## src/rtl/dcac_defines.svh

```systemverilog
// register offsets, field positions and reset values for the dma channel address block
// assumes the register port carries byte addresses with 32-bit data
//
// Functional notes
// - channel runs only with both enables set
// - memory pointer advances by packet size
// - memory side is the slave target
// - stop and flag done at memory limit when memory increments
// - device pointer addresses the flow master
// - device pointer advances by packet size
// - global enable gates every channel
`ifndef DCAC_DEFINES_SVH
`define DCAC_DEFINES_SVH

`define DCAC_OFS_ENABLE   8'h00
`define DCAC_OFS_MEM_PTR  8'h04
`define DCAC_OFS_MEM_LIM  8'h08
`define DCAC_OFS_PER_PTR  8'h0c
`define DCAC_OFS_STATUS   8'h10
`define DCAC_BIT_ENABLE   0
`define DCAC_BIT_ACTIVE   0
`define DCAC_BIT_DONE     1
`define DCAC_RST_WORD     32'h0000_0000

`endif

```

## src/rtl/dcac_pkg.sv

```systemverilog
// types for the dma channel address block
// assumes the defines header is compiled alongside
package dcac_pkg;
	typedef enum logic [1:0] {
		DCAC_IDLE = 2'b00,
		DCAC_RUN  = 2'b01,
		DCAC_DONE = 2'b10
	} dcac_state_e;
endpackage

```

## src/rtl/dcac_channel.sv

```systemverilog
// one dma channel: enable, memory pointer, memory limit, peripheral pointer
// assumes packet completion pulses come from the flow-controlling peripheral on sys_clk_in
`timescale 1ns/1ns
`default_nettype none
`include "dcac_defines.svh"

module dcac_channel #(
	parameter int ADDR_W = 8
) (
	input  wire logic              sys_clk_in,
	input  wire logic              rst_in,
	input  wire logic [ADDR_W-1:0] addr_in,
	input  wire logic [31:0]       wdata_in,
	input  wire logic              wr_in,
	input  wire logic              rd_in,
	output logic      [31:0]       rdata_out,
	input  wire logic              global_enable_in,
	input  wire logic [2:0]        packet_size_in,
	input  wire logic              mem_inc_in,
	input  wire logic              per_inc_in,
	input  wire logic              packet_done_in,
	output logic                   active_out,
	output logic                   done_out,
	output logic      [31:0]       mem_target_out,
	output logic      [31:0]       master_addr_out
);
	logic                  channel_enable;
	logic [31:0]           memory_pointer;
	logic [31:0]           memory_limit;
	logic [31:0]           peripheral_pointer;
	dcac_pkg::dcac_state_e state;
	logic                  running;
	logic                  step;
	logic                  at_limit;
	logic [31:0]           size_ext;
	logic                  w_en;
	logic                  w_mp;
	logic                  w_ml;
	logic                  w_pp;

	// both enables required, global clear stops all
	// combined enable
	assign running  = channel_enable && global_enable_in;
	assign size_ext = {29'h0000_0000, packet_size_in};
	assign step     = running && (state == dcac_pkg::DCAC_RUN) && packet_done_in;
	assign at_limit = mem_inc_in && (memory_pointer == memory_limit);

	assign w_en = wr_in && (addr_in == ADDR_W'(`DCAC_OFS_ENABLE));
	assign w_mp = wr_in && (addr_in == ADDR_W'(`DCAC_OFS_MEM_PTR));
	assign w_ml = wr_in && (addr_in == ADDR_W'(`DCAC_OFS_MEM_LIM));
	assign w_pp = wr_in && (addr_in == ADDR_W'(`DCAC_OFS_PER_PTR));

	always_ff @(posedge sys_clk_in or posedge rst_in) begin
		if (rst_in) begin
			channel_enable <= 1'b0;
		end else if (w_en) begin
			channel_enable <= wdata_in[`DCAC_BIT_ENABLE];
		end
	end

	always_ff @(posedge sys_clk_in or posedge rst_in) begin
		if (rst_in) begin
			state <= dcac_pkg::DCAC_IDLE;
		end else begin
			case (state)
				dcac_pkg::DCAC_IDLE: begin
					if (running && !at_limit) begin
						state <= dcac_pkg::DCAC_RUN;
					end
				end
				dcac_pkg::DCAC_RUN: begin
					if (!running) begin
						state <= dcac_pkg::DCAC_IDLE;
					end else if (at_limit) begin
						state <= dcac_pkg::DCAC_DONE;
					end
				end
				dcac_pkg::DCAC_DONE: begin
					if (!running || w_mp || w_ml) begin
						state <= dcac_pkg::DCAC_IDLE;
					end
				end
				default: begin
					state <= dcac_pkg::DCAC_IDLE;
				end
			endcase
		end
	end

	always_ff @(posedge sys_clk_in or posedge rst_in) begin
		if (rst_in) begin
			memory_pointer <= `DCAC_RST_WORD;
		end else if (w_mp) begin
			memory_pointer <= wdata_in;
		end else if (step && mem_inc_in && !at_limit) begin
			memory_pointer <= memory_pointer + size_ext;
		end
	end

	always_ff @(posedge sys_clk_in or posedge rst_in) begin
		if (rst_in) begin
			memory_limit <= `DCAC_RST_WORD;
		end else if (w_ml) begin
			memory_limit <= wdata_in;
		end
	end

	always_ff @(posedge sys_clk_in or posedge rst_in) begin
		if (rst_in) begin
			peripheral_pointer <= `DCAC_RST_WORD;
		end else if (w_pp) begin
			peripheral_pointer <= wdata_in;
		end else if (step && per_inc_in && !at_limit) begin
			peripheral_pointer <= peripheral_pointer + size_ext;
		end
	end

	always_ff @(posedge sys_clk_in or posedge rst_in) begin
		if (rst_in) begin
			rdata_out <= `DCAC_RST_WORD;
		end else if (rd_in) begin
			if (addr_in == ADDR_W'(`DCAC_OFS_ENABLE)) begin
				rdata_out <= {31'h0000_0000, channel_enable};
			end else if (addr_in == ADDR_W'(`DCAC_OFS_MEM_PTR)) begin
				rdata_out <= memory_pointer;
			end else if (addr_in == ADDR_W'(`DCAC_OFS_MEM_LIM)) begin
				rdata_out <= memory_limit;
			end else if (addr_in == ADDR_W'(`DCAC_OFS_PER_PTR)) begin
				rdata_out <= peripheral_pointer;
			end else if (addr_in == ADDR_W'(`DCAC_OFS_STATUS)) begin
				rdata_out <= {30'h0000_0000, state == dcac_pkg::DCAC_DONE,
					state == dcac_pkg::DCAC_RUN};
			end else begin
				rdata_out <= `DCAC_RST_WORD;
			end
		end else begin
			rdata_out <= `DCAC_RST_WORD;
		end
	end

	assign active_out = (state == dcac_pkg::DCAC_RUN) && running;
	assign done_out   = (state == dcac_pkg::DCAC_DONE);
	assign mem_target_out  = memory_pointer;
	assign master_addr_out = peripheral_pointer;
endmodule

`default_nettype wire

```

## config.mk

```make
export PLATFORM = sky130hd
export DESIGN_NAME = dcac_channel
export DESIGN_NICKNAME = d
export VERILOG_FILES = /design/src/rtl/dcac_pkg.sv /design/src/rtl/dcac_channel.sv
export VERILOG_INCLUDE_DIRS = /design/src /design/src/rtl
export SDC_FILE = /design/constraint.sdc
export NUM_CORES = 1
export LEC_CHECK = 0
export BUFFER_PORTS_ARGS = -buffer_cell sky130_fd_sc_hd__buf_4
export CORE_UTILIZATION = 48
export DETAILED_ROUTE_END_ITERATION = 8
export PLACE_DENSITY = 0.71
export SLEW_MARGIN = 20
export SYNTH_ARGS = -nofsm -noshare
export SYNTH_HDL_FRONTEND = slang
export SYNTH_SLANG_ARGS = --single-unit
```

## constraint.sdc

```tcl
create_clock -name sys_clk_in -period 6.8 [get_ports sys_clk_in]
set_input_delay 2.04 -clock sys_clk_in [delete_from_list [all_inputs] [get_ports sys_clk_in]]
set_output_delay 2.04 -clock sys_clk_in [all_outputs]
set_load 0.02 [all_outputs]
```

; Yosys cells after proc, flatten, opt, wreduce, memory -nomap -nowiden
; Index checks and enable logic that the tools add are counted.
[totals]
inputBits = 51
register_bits = 131
[op_classes]
n_eq_ne = 10
add_sub_neg = 2
n_mux = 15
n_reduce_logical = 22
[ops]
columns = cell, n
row1 = $mux 32, 9
row2 = $add 32x3->32, 2
row3 = $eq 32x32->1, 1
row4 = $eq 8x4->1 const B, 2
row5 = $logic_and 1x1->1, 13
row6 = $mux 2, 5
row7 = $eq 8x3->1 const B, 1
row8 = $eq 8x5->1 const B, 1
row9 = $logic_not 8->1, 1
row10 = $pmux 2 s3, 1
row11 = $reduce_bool 2->1, 2
row12 = $ne 3x3->1 const B, 1
row13 = $reduce_and 3->1, 1
row14 = $eq 2x1->1 const B, 1
row15 = $eq 2x2->1 const B, 1
row16 = $logic_not 1->1, 2
row17 = $logic_not 2->1, 1
row18 = $logic_or 1x1->1, 2
row19 = $ne 2x1->1 const B, 1
row20 = $ne 2x2->1 const B, 1

; Depth between registers and ports, before layout
; Gate-level depths: netlist of run 1.
[depth]
word_depth = 7
ltp_mapped = 10
ltp_nobuf = 9

; Least setup slack after synthesis of run 1
; No wires, ideal clock.
[synth_timing]
path_type = input port to output port
startpoint = input global_enable_in
endpoint = output active_out
path_stages = 2
slack_ns = 2.379
t_arrival_ns = 2.381
cell_sequence = nand4b_2 -> inv_1
[synth_via]
elab_chain_cells = 2
[synth_rtl]
columns = element, line
row1 = start: declaration, dcac_channel.sv:17  ; input wire logic global_enable_in,
row2 = $logic_and 1x1->1, dcac_channel.sv:43  ; assign running = channel_enable && global_enable_in;
row3 = $logic_and 1x1->1, dcac_channel.sv:141  ; assign active_out = (state == dcac_pkg::DCAC_RUN) && running;
row4 = end: declaration, dcac_channel.sv:22  ; output logic active_out,
; Every way passes these cells.

; Worst setup path in the final report of run 1
; Ends and elaborated chain as after synthesis.

==> summary.txt, run 1 <==
Total GRT Usage: 29.46%
largest area contributor in the netlist: dfrtp_1
Hold Violations, Final: 0
post_cts resized: 0
cts hold-fix bufs: 0
Power Dens Cells: 217.7 mW/mm²
Core Area: 0.01453 mm²
leakage power: 4.069 nW
initial core utilization: 49.11%
antenna-violating nets left: 0
Min-Delay Path Depth: 1
pin count of the biggest net entering global routing: 77
worst min-delay path class: register to register
IR Drop Worst-Case VDD: 180.8 µV
period utilization: 69.38%
first-pass GRT wire length: 33560 µm
fmax: 0.2119 GHz
final setup TNS: 0 ns
post-synth cell types: 42
final non-filler cell total: 1050
CP Capture Type: output port
crit path kind: primary input to output port
CTS clock-pin slew for the worst setup and hold paths: 0.05 ns
Synth Instances: 721
GRT Residual Overflow: 0
Final setup viols: 0
Port Buffers: 148
via-per-instance ratio: 5.930
Clk pwr share: 43.3%
Slew Limit Fails: 0
Worst EP arrival: 2.68 ns
RSZ-0062 raised after global routing: no
total inserted antenna cells: 0
Least-Margin Pin Slew: 0.9823 ns
Avg WL per Cell: 20.30 µm
number of remaining DRC errors: 0
gpl congestion: 0.8632
CTS root buf: clkbuf_16
antenna violations before repair: 0
share of layout cells above drive strength 1: 29.68%
area share of the largest cell type after synthesis: 45.92%
width of the die: 123.9 µm
die extent in y: 123.9 µm
drt first-iter violations: 573
post-synthesis net count: 780
R2R cell count: 8
relative slew slack: 34.51%
CP required: 4.76 ns
sequential share of power: 44.4%
Post-CTS Setup Bufs: 0
register area share after synthesis: 45.92%
vias in the first global route: 6214
syn_area_per_cell: 9.900 µm²
Synth Warn #: 0
Switch Pwr: 0.5066 mW
vias: 6227
die area: 0.01536 mm²
CTS tree: done
outcome: finished clean
number of synthesized register bits: 131
Pint: 1.440 mW
detailed placement HPWL: 14630 µm
MaxCap Viol Count: 0
DRT Wirelength: 21320 µm
CTS Buffer Depth: 2
synth top area cells: dfrtp_1 (46%), mux2_2 (10%), xnor2_1 (7.9%)
commonest non-fill, non-tap cells in the layout: buf_4 (156), dfrtp_1 (131), nand2_1 (75), nor2_1 (67), mux2_2 (65)
Detailed Routing Iterations Pass 1: 5
area growth from synthesis to layout: 25.26%
type of origin of the critical path: primary input
Tmin final: 4.718 ns
placed cell count: 1020
later-pin clock latency in the skew report: 0.42 ns
clk_skew: 0.009173 ns
Ports: 149
clock sink count: 131
H-Tree Depth: 4
mapped cell area: 0.007138 mm²
Gate power share: 12.3%
commonest non-fill, non-tap cell in the layout: buf_4
switching part of the total power: 26.02%
Row Count: 44
nets@finish: 914
TritonCTS Buffers: 17
worst-path fanout max: 4
==> power by group through the flow <==
stage	clock network (mW)	registers [mW]	logic, mW
after global routing	0.885	0.869	0.260
final	0.842	0.865	0.240
after detailed placement	0	0.876	0.239
after CTS	0.847	0.863	0.241
after global placement	0	0.874	0.235
after floorplan	0	0.888	0.110
==> registers in the layout, indices dropped and copies added, names as in the netlist <==
name             flops
channel_enable       1
rdata_out           32
state                2
memory_limit        32
mem_target_out      32
master_addr_out     32
==> through the flow <==
| stage | total power, mW | utilization (%) | setup WS (ns) | cell area [µm²] | hold WS, ns |
|---|---|---|---|---|---|
| after CTS | 1.951 | 61.48 | 2.082 | 8936 | 0.4757 |
| after global routing | 2.014 | 61.52 | 2.067 | 8941 | 0.5133 |
| final | 1.947 | 61.52 | 2.082 | 8941 | 0.4769 |
| after global placement | 1.109 | 57.76 | 2.069 | 8394 | 0.4567 |
| after floorplan | 0.9984 | - | 1.262 | 7138 | 0.4387 |
| after detailed placement | 1.115 | 57.76 | 1.969 | 8394 | 0.4686 |
==> critical path, stage by stage <==
cell and delay, ns:
buf_4 0.09, nand4b_2 0.18, inv_1 0.19, buf_4 0.17
==> cells in the mapped netlist <==
master    count
nand3b_1      4
and2_1        1
nor4_4        1
nand2_1      75
nor4_1       22
or3_4         1
a22o_1        2
a31oi_1       1
mux2_2       65
nor2b_1       3
nor3_2        1
nor2_1       67
fa_1          2
o21ai_1       1
and2_0        1
buf_2         6
nand4b_2      1
and3_1        8
xnor2_1      64
or2_4         1
dfrtp_1     131
a21o_1        4
inv_1         3
nand2b_1      4
or4_1         5
a22oi_1      30
clkbuf_1     33
o21ai_0      42
or2_2         1
xor2_1       24
or3_1         6
and4_1        2
buf_1         2
ha_1          6
a32oi_1       1
mux2i_1       7
nor3b_1       5
nand4_1      13
nor3_1       16
a21oi_1      24
nor4b_1       8
nand3_1      27
==> final timing paths <==
path | slack [ns] | start | endpoint
min reg2reg | 0.48 | state[1] | state[0]
min in group asynchronous | 1.85 | rst_in | rdata_out[18]
max in group asynchronous | 3.62 | rst_in | memory_limit[16]
max | 2.08 | global_enable_in | active_out
min | 0.48 | state[1] | state[0]
max reg2reg | 3.98 | mem_target_out[1] | mem_target_out[31]
==> layout make-up <==
| class | instances | area, µm² |
|---|---|---|
| tap | 184 | 230.2 |
| multi-input combinational | 546 | 3706 |
| fill | 1226 | 5593 |
| clock inverter | 4 | 22.52 |
| sequential | 131 | 3278 |
| clock buffer | 26 | 519.2 |
| inverter | 3 | 13.76 |
| timing repair buffer | 156 | 1171 |
==> cells by family (layout without fill, tap and decap cells) <==
| logic type | count (synthesis) | count (layout) | share of synthesized area, % |
|---|---|---|---|
| compound gates | 105 | 105 | 8.729 |
| xor+xnor | 88 | 88 | 10.80 |
| fa+ha+maj | 8 | 8 | 1.613 |
| buf+inv | 44 | 189 | 2.419 |
| flops | 131 | 131 | 45.92 |
| mux | 72 | 72 | 11.24 |
| simple gates | 273 | 273 | 19.28 |
==> routing by layer <==
| metal | up-vias | global-route usage, % | wire [µm] | part of all wire [%] |
|---|---|---|---|---|
| li1 | 2821 | - | - | - |
| met4 | 0 | 14.14 | 677 | 3.2 |
| met1 | 3063 | 39.87 | 9072 | 43 |
| met5 | - | 0 | 0 | 0 |
| met3 | 50 | 6.364 | 1600 | 7.5 |
| met2 | 293 | 44.93 | 9966 | 47 |
No activity file was read; power rests on OpenSTA's default activity.
==> run 2: changes to the inputs <==
Settings changed: ABC_AREA set to 1, PLACE_DENSITY 0.71 to 0.7.
Clock period 6.8 ns to 4.6 ns, I/O delays scaled along.
==> run 2 against run 1 <==
Compared with the run above: utilization is 2.0 points lower; count of clock-buffer cells in the layout is 7 lower; flip-flop and latch count stayed put; clock power is 64% higher; critical endpoint is now mem_target_out[14]; via count is 57% higher.
==> summary.txt, run 2 <==
outcome: finished clean
Power, Total: 2.803 mW
most common cell in the netlist: nand2_1
dpl ws: 0.7560 ns
H-Tree Depth: 4
met1 wire length: 14580 µm
Post-CTS Setup Bufs: 0
Synth Instances: 1395
antenna violations before repair: 0
via-per-instance ratio: 5.563
Row Count: 49
Hold Violations, Final: 0
worst min-delay path class: register to register
TritonCTS Buffers: 17
Final setup viols: 0
post-synthesis net count: 1454
number of synthesized register bits: 131
design area: 0.01073 mm²
width of the die: 137.9 µm
Synth Warn #: 0
met3 wire length: 2978 µm
vias: 9790
MaxCap Viol Count: 0
fmax: 0.2873 GHz
Hold WS: 0.5163 ns
Worst EP arrival: 3.85 ns
area share of the largest cell type after synthesis: 36.96%
CTS tree: done
antenna-violating nets left: 0
Post-DP Area: 0.01014 mm²
relative slew slack: 43.36%
CP required: 4.96 ns
period utilization: 75.67%
Ports: 149
DRT Wirelength: 33810 µm
clk_skew: 0.01138 ns
Avg WL per Cell: 19.21 µm
Synth Flop Type: dfrtp_1
CP Capture Type: register
DR WL met2: 15190 µm
Port Buffers: 148
register area share after synthesis: 36.96%
crit path kind: primary input to register
clock sink count: 131
GRT Residual Overflow: 0
pin count of the biggest net entering global routing: 109
commonest non-fill, non-tap cell in the layout: nand2_1
type of origin of the critical path: primary input
CTS clock-pin slew for the worst setup and hold paths: 0.06 ns
Power Dens Cells: 261.3 mW/mm²
commonest non-fill, non-tap cells in the layout: nand2_1 (563), buf_4 (162), dfrtp_1 (131), nor2_1 (124), inv_1 (120)
Fill cells: 1813
largest area contributor in the netlist: dfrtp_1
vias in the first global route: 8558
die area: 0.01902 mm²
Tmin final: 3.481 ns
number of remaining DRC errors: 0
die extent in y: 137.9 µm
gpl congestion: 0.9932
final setup TNS: 0 ns
worst-path fanout max: 60
nets@finish: 1577
drt first-iter violations: 929
share of layout cells above drive strength 1: 13.78%
IR Drop Worst-Case VDD: 265.9 µV
Total GRT Usage: 36.42%
area growth from synthesis to layout: 20.97%
Top Metal Used: met4
post-synth cell types: 30
mapped cell area: 0.008869 mm²
post_cts resized: 0
synth top area cells: dfrtp_1 (37%), nand2_1 (24%), o21ai_0 (6.4%)
share of synthesized registers carrying an async set or reset: 100.0%
Least-Margin Pin Slew: 0.8487 ns
CTS Buffer Depth: 2
cts hold-fix bufs: 0
Detailed Routing Iterations Pass 1: 5
RSZ-0062 raised after global routing: no
detailed placement HPWL: 25340 µm
Post-synth EDFFs: 0
leakage power: 5.458 nW
CTS root buf: clkbuf_16
initial core utilization: 49.20%
Slew Limit Fails: 0
later-pin clock latency in the skew report: 0.43 ns
total inserted antenna cells: 0
syn_area_per_cell: 6.357 µm²
Worst Setup Slack, final: 1.119 ns
most frequent cells after synthesis: nand2_1 (564), dfrtp_1 (131), nor2_1 (125), inv_1 (121), o21ai_0 (114)
Core Area: 0.01802 mm²
first-pass GRT wire length: 50490 µm
==> run 2: cell families after synthesis <==
family,share of synthesized area [%]
and+or+nand+nor,39.22
xor gates and xnor gates,3.852
adders and majority gates,1.298
DFF,36.96
buffers and inverters,8.310
AOI/OAI and AO/OA,10.36
==> run 2: report_power, final <==
part           switching, mW  internal [mW]  total, mW  leakage [nW]
logic                  0.144         0.0809      0.225          3.41
clock network          0.554          0.823       1.38         0.277
registers             0.0271           1.17       1.20          1.77
total                  0.725           2.08       2.80          5.46
==> run 2: critical path: stages <==
cell     delay [ns]
buf_4          0.11
nor2_1         0.15
nand3_2        0.16
nor2_1         0.13
nand2_1        0.06
buf_4          0.24
inv_2          0.38
nand2_2        0.07
buf_4          0.32
nand2_1        0.29
buf_4          0.35
nand2_1        0.11
nand2_1        0.07
==> run 2: final timing paths <==
check | slack (ns) | startpoint | depth (start not counted) | to
max | 1.12 | addr_in[5] | 13 | mem_target_out[14]
min | 0.52 | memory_limit[23] | 2 | memory_limit[23]
max reg2reg | 1.87 | mem_target_out[14] | 12 | master_addr_out[30]
min reg2reg | 0.52 | memory_limit[23] | 2 | memory_limit[23]
max in group asynchronous | 2.61 | rst_in | 3 | master_addr_out[24]
min in group asynchronous | 1.01 | rst_in | 2 | mem_target_out[8]
==> run 2: layer usage <==
| metal | up-vias | track usage, % |
|---|---|---|
| met4 | 0 | 13.22 |
| met3 | 73 | 6.140 |
| li1 | 4663 | - |
| met1 | 4525 | 51.11 |
| met5 | - | 0 |
| met2 | 529 | 56.08 |
==> run 2: area by class of cell <==
class / count / area, µm² / share of cell area [%]
Multi-Input combinational cell: 1078 / 4858 / 45.29
Sequential cell: 131 / 3278 / 30.56
Timing Repair Buffer: 163 / 1236 / 11.52
Inverter: 127 / 480.5 / 4.479
Clock buffer: 19 / 452.9 / 4.222
Tap cell: 229 / 286.5 / 2.671
Clock inverter: 13 / 135.1 / 1.260
==> run 2: per-stage QoR <==
step | cells | utilization, %
2_1_floorplan | 1395 | -
3_3_place_gp | 1728 | 56.25
3_5_place_dp | 1728 | 56.25
4_1_cts | 1760 | 59.52
5_1_grt | 1760 | 59.52
6_report | 1760 | 59.52
